$ cat config.mk
export PLATFORM = sky130hd
export DESIGN_NAME = smcs_slave
export DESIGN_NICKNAME = d
export VERILOG_FILES = /design/src/inc/smcs_pkg.sv /design/src/rtl/smcs_slave.sv
export VERILOG_INCLUDE_DIRS = /design/src /design/src/inc
export SDC_FILE = /design/constraint.sdc
export NUM_CORES = 1
export LEC_CHECK = 0
export BUFFER_PORTS_ARGS = -buffer_cell sky130_fd_sc_hd__buf_2
export CAP_MARGIN = 0
export CORE_MARGIN = 5
export CORE_UTILIZATION = 35
export DETAILED_ROUTE_END_ITERATION = 10
export GPL_TIMING_DRIVEN = 0
export PLACE_DENSITY_LB_ADDON = 0.25
export SYNTH_ARGS = -nofsm -noshare
export SYNTH_HDL_FRONTEND = slang
export SYNTH_SLANG_ARGS = --single-unit
$ cat constraint.sdc
create_clock -name ref_clk -period 3.05 [get_ports ref_clk]
set_input_delay 0.305 -clock ref_clk [delete_from_list [all_inputs] [get_ports ref_clk]]
set_output_delay 0.305 -clock ref_clk [all_outputs]
set_load 0.1 [all_outputs]
$ cat src/inc/smcs_map.svh
// offsets, field positions, reset values and timing counts of the slave
`ifndef SMCS_MAP_SVH
`define SMCS_MAP_SVH

// command codes
`define SMCS_CMD_LATCH_SET   8'h06
`define SMCS_CMD_LATCH_CLEAR 8'h04
`define SMCS_CMD_STATUS_READ 8'h05
`define SMCS_CMD_STATUS_WR   8'h01
`define SMCS_CMD_READ        8'h03
`define SMCS_CMD_WRITE       8'h02
`define SMCS_CMD_SLEEP       8'hb9
`define SMCS_CMD_WAKE        8'hab

// protection_status_reg fields
`define SMCS_SR_RESET        8'h00
`define SMCS_SR_LOCK_BIT     7
`define SMCS_SR_BP_HI_BIT    3
`define SMCS_SR_BP_LO_BIT    2
`define SMCS_SR_WEL_BIT      1
`define SMCS_SR_WEL_MASK     8'h02

// array geometry and write buffer depth
`define SMCS_ADDR_W          19
`define SMCS_ADDR_BYTES      2'h3
`define SMCS_FIFO_DEPTH      8

// pin sampler bit positions, all stored active high
`define SMCS_PIN_CS          4
`define SMCS_PIN_SCK         3
`define SMCS_PIN_SI          2
`define SMCS_PIN_WP_LO       1
`define SMCS_PIN_HOLD        0

// wake recovery time and its cycle count at the reference clock
`define SMCS_CLK_MHZ         25
`define SMCS_WAKE_NS         1000
`define SMCS_WAKE_W          8
`define SMCS_WAKE_CYC ((`SMCS_WAKE_NS * `SMCS_CLK_MHZ + 999) / 1000)

`endif

$ cat src/inc/smcs_pkg.sv
// types shared by the serial command slave and its write buffer
package smcs_pkg;

    typedef enum logic [2:0] {
        PH_IDLE,
        PH_CMD,
        PH_ADDR,
        PH_WDATA,
        PH_RDATA,
        PH_RSTAT,
        PH_WSTAT,
        PH_SKIP
    } smcs_phase_t;

    typedef struct packed {
        logic [18:0] addr;
        logic [7:0]  data;
    } smcs_wr_t;

    typedef struct packed {
        logic [4:0]  s1;        // first sampler stage
        logic [4:0]  s2;        // second sampler stage
        logic        sck_prev;
        logic        cs_prev;
        smcs_phase_t ph;
        logic [2:0]  bitcnt;
        logic [1:0]  abyte;
        logic [7:0]  rx;
        logic [7:0]  tx;
        logic [7:0]  cmd;
        logic [18:0] addr;
        logic [7:0]  sr;
        logic        mode3;
        logic        hw_lock;
        logic        asleep;
        logic        wake_req;
        logic [7:0]  wake_cnt;
        logic        rd_pend;
        logic [7:0]  rd_buf;
        logic        so;
        logic        so_oe;
        logic        mem_re;
        logic [18:0] mem_raddr;
        logic        mem_we;
        smcs_wr_t    mem_w;
        logic        push;
        smcs_wr_t    push_w;
        logic        wbuf_rdy;
        logic        overrun;
    } smcs_core_t;

endpackage

$ cat src/rtl/smcs_slave.sv
// serial command slave of a byte-wide nonvolatile ram, with write buffer
//
// How it works
// - modes 0/3, sample rising, shift falling
// - clock level at select fall picks mode
// - one command per select low period
// - status: lock, two protect bits, latch
// - status bits start at zero
// - latch gates array, status writes; lock gates status writes
// - protect bits pick none/quarter/half/all
// - write-protect low with lock set keeps protect bits locked
// - write-protect high: software protection only
// - status read whenever awake and recovered, no busy bit
// - latch set command sets latch
// - latch clear command clears latch
// - latch clears at power-up, clear command
// - status write only when allowed
// - status kept over power, latch cleared
// - read decodes 19 bits, streams bytes
// - address counter wraps to zero
// - write stores bytes at full rate
// - asleep, only wake command accepted
// - power loss while asleep wakes up
// - select high: ignore inputs, output off
// - hold low suspends, floats output
// - wake recovery before next command
`timescale 1ns/100ps

`include "smcs_map.svh"

module smcs_fifo
    import smcs_pkg::*;
#(
    parameter int W     = 27,
    parameter int DEPTH = `SMCS_FIFO_DEPTH
) (
    input  wire logic         ref_clk,   // reference clock
    input  wire logic         rst_n,     // synchronous reset, active low
    input  wire logic         ce,        // clock enable
    input  wire logic         in_valid,  // word offered
    output logic              in_ready,  // room for a word
    input  wire logic [W-1:0] in_data,   // word in
    output logic              out_valid, // word available
    input  wire logic         out_ready, // sink takes the word
    output logic [W-1:0]      out_data   // word out
);
    localparam int AW = $clog2(DEPTH);

    typedef struct packed {
        logic [DEPTH-1:0][W-1:0] mem;
        logic [AW:0]             wp;
        logic [AW:0]             rp;
    } smcs_fifo_st_t;

    smcs_fifo_st_t q;
    smcs_fifo_st_t d;
    logic          full;
    logic          empty;

    // one extra pointer bit tells full from empty
    assign full      = (q.wp[AW] != q.rp[AW]) &&
                       (q.wp[AW-1:0] == q.rp[AW-1:0]);
    assign empty     = (q.wp == q.rp);
    assign in_ready  = !full;
    assign out_valid = !empty;
    assign out_data  = q.mem[q.rp[AW-1:0]];

    always_comb begin
        d = q;
        if (in_valid && !full) begin
            d.mem[q.wp[AW-1:0]] = in_data;
            d.wp = q.wp + 1'b1;
        end
        if (out_ready && !empty) begin
            d.rp = q.rp + 1'b1;
        end
    end

    always_ff @(posedge ref_clk) begin
        if (!rst_n) begin
            q <= '0;
        end else if (ce) begin
            q <= d;
        end
    end
endmodule // smcs_fifo

module smcs_slave
    import smcs_pkg::*;
(
    input  wire logic        ref_clk,     // 25 MHz reference clock
    input  wire logic        rst_n,       // synchronous reset, factory state
    input  wire logic        ce,          // clock enable, freezes all state
    input  wire logic        pwr_up,      // one-cycle power-restore pulse
    input  wire logic        cs_n,        // chip select pin, active low
    input  wire logic        sck,         // serial clock pin
    input  wire logic        si,          // serial data in pin
    input  wire logic        wp_n,        // write-protect pin, active low
    input  wire logic        hold_n,      // hold pin, active low
    output logic             so,          // serial data out
    output logic             so_oe,       // serial out driven
    output logic             mem_re,      // array read strobe
    output logic [18:0]      mem_raddr,   // array read address
    input  wire logic        mem_rvalid,  // array read data valid
    input  wire logic [7:0]  mem_rdata,   // array read data
    output logic             mem_we,      // array write strobe
    output logic [18:0]      mem_waddr,   // array write address
    output logic [7:0]       mem_wdata,   // array write data
    input  wire logic        mem_ready,   // array takes the write
    output logic [7:0]       status,      // protection_status_reg
    output logic             mode3,       // mode 3 detected at select
    output logic             asleep,      // sleep mode
    output logic             wbuf_ready,  // write buffer has room
    output logic             wr_overrun   // sticky: write byte lost
);
    smcs_core_t q;
    smcs_core_t d;

    logic       f_in_ready;
    logic       f_out_valid;
    logic       f_out_ready;
    smcs_wr_t   f_out_data;

    function automatic logic blk_prot(input logic [18:0] a,
                                      input logic [1:0] bp);
        case (bp)
            2'h0:    blk_prot = 1'b0;
            2'h1:    blk_prot = (a[18:17] == 2'h3);
            2'h2:    blk_prot = a[18];
            default: blk_prot = 1'b1;
        endcase
    endfunction

    // buffer lets bytes land at full serial rate while the array stalls;
    // a ninth word waits in the write stage
    smcs_fifo #(
        .W     ($bits(smcs_wr_t)),
        .DEPTH (`SMCS_FIFO_DEPTH)
    ) u_wbuf (
        .ref_clk   (ref_clk),
        .rst_n     (rst_n),
        .ce        (ce),
        .in_valid  (q.push),
        .in_ready  (f_in_ready),
        .in_data   (q.push_w),
        .out_valid (f_out_valid),
        .out_ready (f_out_ready),
        .out_data  (f_out_data)
    );

    // the write stage may reload whenever it is empty or being taken
    assign f_out_ready = !q.mem_we || mem_ready;

    always_comb begin
        logic        cs_act;
        logic        sck_lv;
        logic        hold_act;
        logic        rise;
        logic        fall;
        logic        cs_fall;
        logic        cs_rise;
        logic [7:0]  rx_n;
        logic [7:0]  byte_o;
        logic [1:0]  bp;
        logic        sr_wr_ok;
        cs_fall  = 1'b0;
        cs_rise  = 1'b0;
        rise     = 1'b0;
        fall     = 1'b0;
        sr_wr_ok = 1'b0;
        cs_act   = q.s2[`SMCS_PIN_CS];
        sck_lv   = q.s2[`SMCS_PIN_SCK];
        hold_act = q.s2[`SMCS_PIN_HOLD];
        rx_n     = {q.rx[6:0], q.s2[`SMCS_PIN_SI]};
        byte_o   = 8'h00;
        bp       = {q.sr[`SMCS_SR_BP_HI_BIT], q.sr[`SMCS_SR_BP_LO_BIT]};
        d        = q;

        // pins pass two flops; only s2 is looked at
        d.s1 = {~cs_n, sck, si, ~wp_n, ~hold_n};
        d.s2 = q.s1;
        d.sck_prev = sck_lv;
        d.push = 1'b0;

        // hold freezes select tracking so its edges are seen afterwards
        if (!hold_act) begin
            d.cs_prev = cs_act;
        end
        cs_fall = !hold_act && cs_act && !q.cs_prev;
        cs_rise = !hold_act && !cs_act && q.cs_prev;
        // clock edges count only once select has been seen low twice
        rise = !hold_act && cs_act && q.cs_prev &&
               sck_lv && !q.sck_prev;
        fall = !hold_act && cs_act && q.cs_prev &&
               !sck_lv && q.sck_prev;

        // hardware protection entered while pin low and lock set
        if (!q.s2[`SMCS_PIN_WP_LO]) begin
            d.hw_lock = 1'b0;
        end else if (q.sr[`SMCS_SR_LOCK_BIT]) begin
            d.hw_lock = 1'b1;
        end
        sr_wr_ok = q.sr[`SMCS_SR_WEL_BIT] && !q.hw_lock &&
                   !(q.sr[`SMCS_SR_LOCK_BIT] && q.s2[`SMCS_PIN_WP_LO]);

        // commands are ignored until the recovery count runs out
        if (q.wake_cnt != 8'h00) begin
            d.wake_cnt = q.wake_cnt - 8'h01;
        end

        if (cs_fall) begin
            d.mode3  = sck_lv;
            d.ph     = PH_CMD;
            d.bitcnt = 3'h0;
            d.abyte  = 2'h0;
            d.wake_req = 1'b0;
        end else if (cs_rise) begin
            d.ph = PH_IDLE;
            d.rd_pend = 1'b0;
            // wake takes effect only when its frame is closed
            if (q.wake_req) begin
                d.asleep   = 1'b0;
                d.wake_cnt = 8'(`SMCS_WAKE_CYC);
                d.wake_req = 1'b0;
            end
        end else if (rise) begin
            d.rx     = rx_n;
            d.bitcnt = q.bitcnt + 3'h1;
            if (q.bitcnt == 3'h7) begin
                case (q.ph)
                    PH_CMD: begin
                        d.cmd = rx_n;
                        d.ph  = PH_SKIP;
                        if (q.asleep || q.wake_cnt != 8'h00) begin
                            // a sleeping part hears only the wake code
                            d.wake_req = q.asleep &&
                                         (rx_n == `SMCS_CMD_WAKE);
                        end else begin
                            case (rx_n)
                                `SMCS_CMD_LATCH_SET:
                                    d.sr[`SMCS_SR_WEL_BIT] = 1'b1;
                                `SMCS_CMD_LATCH_CLEAR:
                                    d.sr[`SMCS_SR_WEL_BIT] = 1'b0;
                                `SMCS_CMD_STATUS_READ:
                                    d.ph = PH_RSTAT;
                                `SMCS_CMD_STATUS_WR:
                                    d.ph = PH_WSTAT;
                                `SMCS_CMD_READ,
                                `SMCS_CMD_WRITE:
                                    d.ph = PH_ADDR;
                                `SMCS_CMD_SLEEP:
                                    d.asleep = 1'b1;
                                default:
                                    d.ph = PH_SKIP;
                            endcase
                        end
                    end
                    PH_ADDR: begin
                        // upper address bits fall off the top
                        d.addr  = {q.addr[10:0], rx_n};
                        d.abyte = q.abyte + 2'h1;
                        if (q.abyte == (`SMCS_ADDR_BYTES - 2'h1)) begin
                            if (q.cmd == `SMCS_CMD_READ) begin
                                d.ph      = PH_RDATA;
                                d.rd_pend = 1'b1;
                            end else begin
                                d.ph = PH_WDATA;
                            end
                        end
                    end
                    PH_WDATA: begin
                        if (q.sr[`SMCS_SR_WEL_BIT] &&
                            !blk_prot(q.addr, bp)) begin
                            d.push        = 1'b1;
                            d.push_w.addr = q.addr;
                            d.push_w.data = rx_n;
                            if (!f_in_ready) begin
                                d.overrun = 1'b1;
                            end
                        end
                        // refused bytes still step the address
                        d.addr = q.addr + 19'h1;
                    end
                    PH_WSTAT: begin
                        if (sr_wr_ok) begin
                            // latch bit is not loaded by the data byte
                            d.sr = (rx_n & ~`SMCS_SR_WEL_MASK) |
                                   (q.sr & `SMCS_SR_WEL_MASK);
                        end
                        d.ph = PH_SKIP;
                    end
                    default: begin
                        d.ph = q.ph;
                    end
                endcase
            end
        end else if (fall) begin
            // a new byte starts when the bit counter has wrapped
            if (q.bitcnt == 3'h0 &&
                (q.ph == PH_RDATA || q.ph == PH_RSTAT)) begin
                if (q.ph == PH_RSTAT) begin
                    byte_o = q.sr;
                end else begin
                    byte_o    = q.rd_buf;
                    d.addr    = q.addr + 19'h1;
                    d.rd_pend = 1'b1;
                end
                d.so = byte_o[7];
                d.tx = {byte_o[6:0], 1'b0};
            end else begin
                d.so = q.tx[7];
                d.tx = {q.tx[6:0], 1'b0};
            end
        end

        // output driven only for reads with select low and hold off
        d.so_oe = cs_act && !hold_act &&
                  (q.ph == PH_RDATA || q.ph == PH_RSTAT);

        // array read waits for buffered writes so it sees fresh data
        d.mem_re = 1'b0;
        if (q.rd_pend && !d.mem_re && !q.mem_re && !q.push &&
            !f_out_valid && !q.mem_we) begin
            d.mem_re    = 1'b1;
            d.mem_raddr = q.addr;
            d.rd_pend   = 1'b0;
        end
        // data must be back before the next byte's first fall
        if (mem_rvalid) begin
            d.rd_buf = mem_rdata;
        end

        // write stage toward the array
        if (f_out_ready) begin
            d.mem_we = f_out_valid;
            d.mem_w  = f_out_data;
        end
        d.wbuf_rdy = f_in_ready;

        // power restore: latch clear, standby rather than sleep
        if (pwr_up) begin
            // other status bits are nonvolatile and kept
            d.sr[`SMCS_SR_WEL_BIT] = 1'b0;
            d.asleep   = 1'b0;
            d.wake_req = 1'b0;
            d.wake_cnt = 8'h00;
            d.ph       = PH_IDLE;
            d.rd_pend  = 1'b0;
        end
    end

    always_ff @(posedge ref_clk) begin
        if (!rst_n) begin
            q <= '0;
        end else if (ce) begin
            q <= d;
        end
    end

    // registered copies only, no logic after the flops
    assign so         = q.so;
    assign so_oe      = q.so_oe;
    assign mem_re     = q.mem_re;
    assign mem_raddr  = q.mem_raddr;
    assign mem_we     = q.mem_we;
    assign mem_waddr  = q.mem_w.addr;
    assign mem_wdata  = q.mem_w.data;
    assign status     = q.sr;
    assign mode3      = q.mode3;
    assign asleep     = q.asleep;
    assign wbuf_ready = q.wbuf_rdy;
    assign wr_overrun = q.overrun;
endmodule // smcs_slave

Word level (Yosys, flattened, before mapping). Cells that the tools add are included.

Flip-flop bits (word level): 396. Input bits: 19. Output and inout port bits: 62. Logic and storage cells: 271.

Add/subtract/negate cells: 6. Magnitude comparators: 3. Equality and inequality tests: 43. Mux-type cells: 84. Bitwise logic cells: 8. Reductions and logical operators: 85.

Operator list (count): 216-bit bitwise mux (1); 28-bit two-way mux (6); 8-bit two-way mux (16); 27-bit binary-select mux with 3-bit select (1); 27-bit demux with 3-bit select (1); 19-bit two-way mux (4); 56-bit two-way mux (1); 27-bit two-way mux (2); 19-bit case mux with 2 select lines (1); 35-bit two-way mux (1); 1-bit two-way mux (26); 8-bit by 2-bit == test with 1-bit output, second input constant (3); 8-bit by 3-bit == test with 1-bit output, second input constant (3); 1-bit logical AND (24); 8-bit AND reduction (3); 20-bit two-way mux (1); 5-bit by 3-bit != test with 1-bit output, second input constant (4); 5-bit AND reduction (4); 19-bit by 1-bit adder with 19-bit output, second input constant (1); 3-bit two-way mux (6); 3-bit case mux with 3 select lines (2); 9-bit AND reduction (2); 8-bit == test, second input constant (2); 16-bit two-way mux (1); other kinds (49) (113).

Depth between registers and ports, before layout.
Depth in word-level cells: 16. Mapped depth: 10. Mapped depth without buffers: 7.

Cells and area by module. From an unflattened synthesis, not the netlist that was laid out.

Cell total of the unflattened synthesis: 1845. Area, all modules: 17740.8 sq um.

Modules (own cells, without submodules): smcs_fifo (instances 1, cells an instance 887, area an instance 9870.7 sq um, seq. area each 4484.3 sq um); smcs_slave (instances 1, cells an instance 958, area an instance 7870.0 sq um, seq. area each 3403.3 sq um).

Least setup slack after synthesis. No wires, ideal clock.

Kind: register to register. Start point: register q[154] (netlist bit). End point: register q[113] (netlist bit). Setup time: 0.116 ns. Data arrival time: 1.951 ns. Data required time: 2.934 ns. Setup slack: 0.983 ns. Stages on the path, launching flop included: 10. Path buffers: 2. Period minus slack after synthesis: 2.067 ns. Cells stage by stage: dfxtp_1 -> inv_1 -> ha_1 -> nor4bb_1 -> buf_2 -> nand4b_2 -> a221o_1 -> buf_2 -> a221o_1 -> and3_1.

Word-level cells in the longest chain between the ends: 4. Elaborated cells on any way between the ends: 6. Classes of those cells: 2 x eq/ne; 4 x reduce/logical.

Ends and longest elaborated chain: start: declaration (RTL line smcs_slave.sv:116) `smcs_core_t q;`; start signal: assignment (RTL line smcs_slave.sv:354) `q <= '0;`; start signal: assignment (RTL line smcs_slave.sv:356) `q <= d;`; 3-bit logical NOT (RTL line smcs_slave.sv:299) `if (q.bitcnt == 3'h0 &&`; 1-bit logical AND (RTL line smcs_slave.sv:299); 2-bit nonzero test (no line); 8-bit AND reduction (no line) *.

Every way passes the cells marked *; elsewhere a longest branch is shown, timed or not. A chain may end at the register's enable or synchronous reset.

Final worst setup path.
Start point: register u_wbuf.q[5] (netlist bit). End point: register u_wbuf.q[111] (netlist bit).

Word-level cells in the longest chain between the ends: 5. Elaborated cells on any way between the ends: 11. Classes of those cells: 2 x order compare; 1 x eq/ne; 3 x mux; 5 x reduce/logical.

Ends and longest elaborated chain: start: declaration (RTL line smcs_slave.sv:55) `smcs_fifo_st_t q;`; start signal: assignment (RTL line smcs_slave.sv:81) `q <= '0;`; start signal: assignment (RTL line smcs_slave.sv:83) `q <= d;`; 3-bit by 4-bit less-than comparator with 1-bit output (implied by the code) (tied with other cells) (RTL line smcs_slave.sv:71) `d.mem[q.wp[AW-1:0]] = in_data;`; 1-bit logical AND (on tied branches) (RTL line smcs_slave.sv:71, smcs_slave.sv:61); 27-bit two-way mux (implied by the code) / 1-bit logical NOT (equally long branches) (RTL line smcs_slave.sv:71, smcs_slave.sv:70); 27-bit demux with 3-bit select / 1-bit logical AND (equally long branches); 216-bit bitwise mux / 2-bit AND reduction (equally long branches).

Parallel ways exist; a longest one is shown, timed or not.

==> impl_metrics.json <==
{
  "outcome": "complete, no violations",
  "ys_warn_count": 0,
  "synth_commonest_cells": "394 x dfxtp_1, 230 x nor2_1, 146 x nand2_1",
  "gp_congestion": 0.908,
  "crit_start": "u_wbuf.q[5]$_SDFFE_PN0P_",
  "firstDrtPassIters": 5,
  "yosysTopAreaCellShare": 0.458,
  "drt-met1-wl_um": 24500,
  "synthFlopType": "dfxtp_1",
  "cts_tree": "built",
  "cp_slowest_cell": "nor4_4",
  "root_buffer": "clkbuf_16",
  "setup_ws_ps": 356,
  "syn_area_per_cell_um2": 9.31,
  "path_max_fanout": 10,
  "placement.io_buffers": 76,
  "synth_top_cells_by_area": "dfxtp_1 46%, mux4_2 7.1%, mux2i_1 5.1%",
  "min_period_ps": 2690,
  "first_global_vias": 14642,
  "viasPerCell": 5.48,
  "antennaDiodeCount": 0,
  "ctsHoldBuffers": 13,
  "ir_worst_vdd_mv": 0.327,
  "vias": 14678,
  "cp_cell_sequence": "xor2_1 -> nor4_4 -> or3_1 -> clkbuf_1 -> clkbuf_1 -> o21ai_0",
  "pin_count": 81,
  "drive_above_1_share": 0.204,
  "ys_types": 81,
  "p_leak_nw": 7.16,
  "worstSkewPairLatency_ps": 580,
  "fmax_mhz": 371,
  "rows": 81,
  "die_area_um2": 53700,
  "totalWireLength_um": 56200,
  "clk_path_buf_depth": 3,
  "htree_levels": 2,
  "dpl_worst_slack_ps": 114,
  "cts_resized": 0,
  "ys_seq_area_frac": 0.458,
  "ant_nets": 0,
  "hold_viol": 0,
  "antenna_found_initial": 0,
  "highest_layer": "met4",
  "timing.rr.end": "u_wbuf.q[111]$_SDFFE_PN0P_",
  "drc_errors": 0,
  "syn_nets": 1875,
  "hpwlAfterDp_um": 39100,
  "cts_setup_buffers": 0,
  "yosysMostFrequentCell": "dfxtp_1",
  "setup_viol": 0,
  "synthArstFlopShare": 0,
  "clkSlewWorstSetupHoldPaths_ps": 60,
  "routedWlPerCell_um": 21.0,
  "endpoint": "u_wbuf.q[111]$_SDFFE_PN0P_",
  "r2r_start": "u_wbuf.q[5]$_SDFFE_PN0P_",
  "hold_class": "in -> reg",
  "final.period_utilization": 0.883,
  "slew_viol_final": 0,
  "clock_sinks": 394,
  "regToRegSetupSlack_ps": 360,
  "routed-wl-met2_um": 26300,
  "critPathArrivalTime_ps": 3130,
  "p_per_area_nw_per_um2": 583,
  "grt_usage": 0.205,
  "die-height_um": 232,
  "skew_ps": 23.4,
  "maxCapViolCount": 0,
  "crit_top_cell": "clkbuf_1",
  "synth_enable_flop_cells": 0,
  "rr_worst_depth": 6,
  "synth_top_area_cell": "dfxtp_1",
  "start_kind": "flop",
  "area_growth_pct": 16.2,
  "netlist_instances": 1847,
  "drt_iter0_drc": 1262,
  "worstMarginPinSlew_ps": 1060,
  "slew_headroom": 0.295,
  "gr-total-overflow": 0,
  "cp.required_ps": 3490,
  "cts_buffers": 44,
  "yosys_register_bits": 394,
  "whs_ps": 128,
  "coreArea_um2": 48700,
  "grt_pass1_wl_um": 86800,
  "met3_length_um": 3760,
  "synth_area_um2": 17200,
  "critPathKind": "reg -> reg",
  "grt_max_degree": 14,
  "rsz0062_at_grt": "false",
  "nNetsFinal": 2010,
  "setup_tns_ps": 0,
  "dp_cells": 2587,
  "end_kind": "flop",
  "critPathMaxStageDelay_ps": 580,
  "start_util": 0.353,
  "fin_cells": 2677,
  "die_x_um": 232
}
==> worst max-delay path: cells and delay by family, from the launching register on <==
| kind | cells | cell delay [ps] |
|---|---|---|
| and+or+nand+nor | 2 | 760 |
| DFF | 1 | 460 |
| xor gates and xnor gates | 1 | 200 |
| buffers and inverters | 2 | 970 |
| AOI/OAI and AO/OA | 1 | 160 |
==> stage by stage <==
step | util | power (mW) | area [um^2]
CTS | 0.410 | 11.7 | 20000
finish | 0.410 | 11.6 | 20000
global route | 0.410 | 12.1 | 20000
detailed placement | 0.378 | 6.40 | 18400
floorplan | - | 6.14 | 17200
global placement | 0.378 | 6.39 | 18400
==> final cells by class <==
class | instances | area (um^2)
Buffer | 221 | 1130
Clock buffer | 64 | 1310
Clock inverter | 13 | 135
Fill cell | 4904 | 28800
Inverter | 16 | 60.1
Multi-Input combinational cell | 1216 | 8130
Sequential cell | 394 | 7890
Tap cell | 664 | 831
Timing Repair Buffer | 89 | 510
==> worst min path at each step <==
stage / slack (ps) / end / cells past startpoint / start
2_1_floorplan: 400 / d[162]$_SDFFE_PN0P_ / 1 / hold_n
3_3_place_gp: 440 / q[137]$_SDFFE_PN0P_ / 2 / q[137]$_SDFFE_PN0P_
3_5_place_dp: 440 / q[27]$_SDFFE_PN0P_ / 2 / q[27]$_SDFFE_PN0P_
4_1_cts: 100 / q[83]$_SDFFE_PN0P_ / 3 / mem_rvalid
5_1_grt: 160 / q[84]$_SDFFE_PN0P_ / 3 / mem_rvalid
6_report: 130 / q[83]$_SDFFE_PN0P_ / 3 / mem_rvalid
==> sequential cells by signal, summed over array words and instances (netlist names), 6 cells and up <==
register and count:
mem_waddr 19, mem_raddr 19, d 6, q 102, status 8, u_wbuf.q 224
mem_wdata 8
==> power breakdown <==
group	switching [mW]	internal [mW]	leakage [nW]
registers	0.0735	5.23	3.18
clock network	2.20	3.14	0.710
logic	0.691	0.316	3.27
total	2.96	8.69	7.16
==> cell usage in the layout, fill, tap and decap left out, types with 10 or more instances in the layout <==
cell type      instances
a211oi_1              35
a21oi_1               84
a31o_1                28
a31o_2                83
buf_1                 15
buf_2                124
buf_4                 58
clkbuf_1             105
clkbuf_16             46
dfxtp_1              394
dlygate4sd3_1         13
inv_1                 15
mux2i_1               88
mux4_2                54
nand2_1              146
nand3_1              133
nand4_1               10
nor2_1               230
nor2b_1               10
nor3_1                21
o21ai_0              100
o21ai_1               30
or3_1                 11
==> cell families (layout without fill, tap and decap cells) <==
family,after synthesis,count (layout),synth area share
DFF,394,394,0.458
AOI/OAI and AO/OA,424,424,0.166
buffers and inverters,237,403,0.0692
muxes,143,143,0.123
adders and majority gates,9,9,0.00655
xor gates and xnor gates,13,13,0.00662
and+or+nand+nor,627,627,0.171
==> metal layers <==
layer,track usage,up-vias
met5,0,-
met4,0.0654,0
met3,0.0385,105
met2,0.339,531
met1,0.273,7176
li1,-,6866
(Power assumes the default switching activity.)
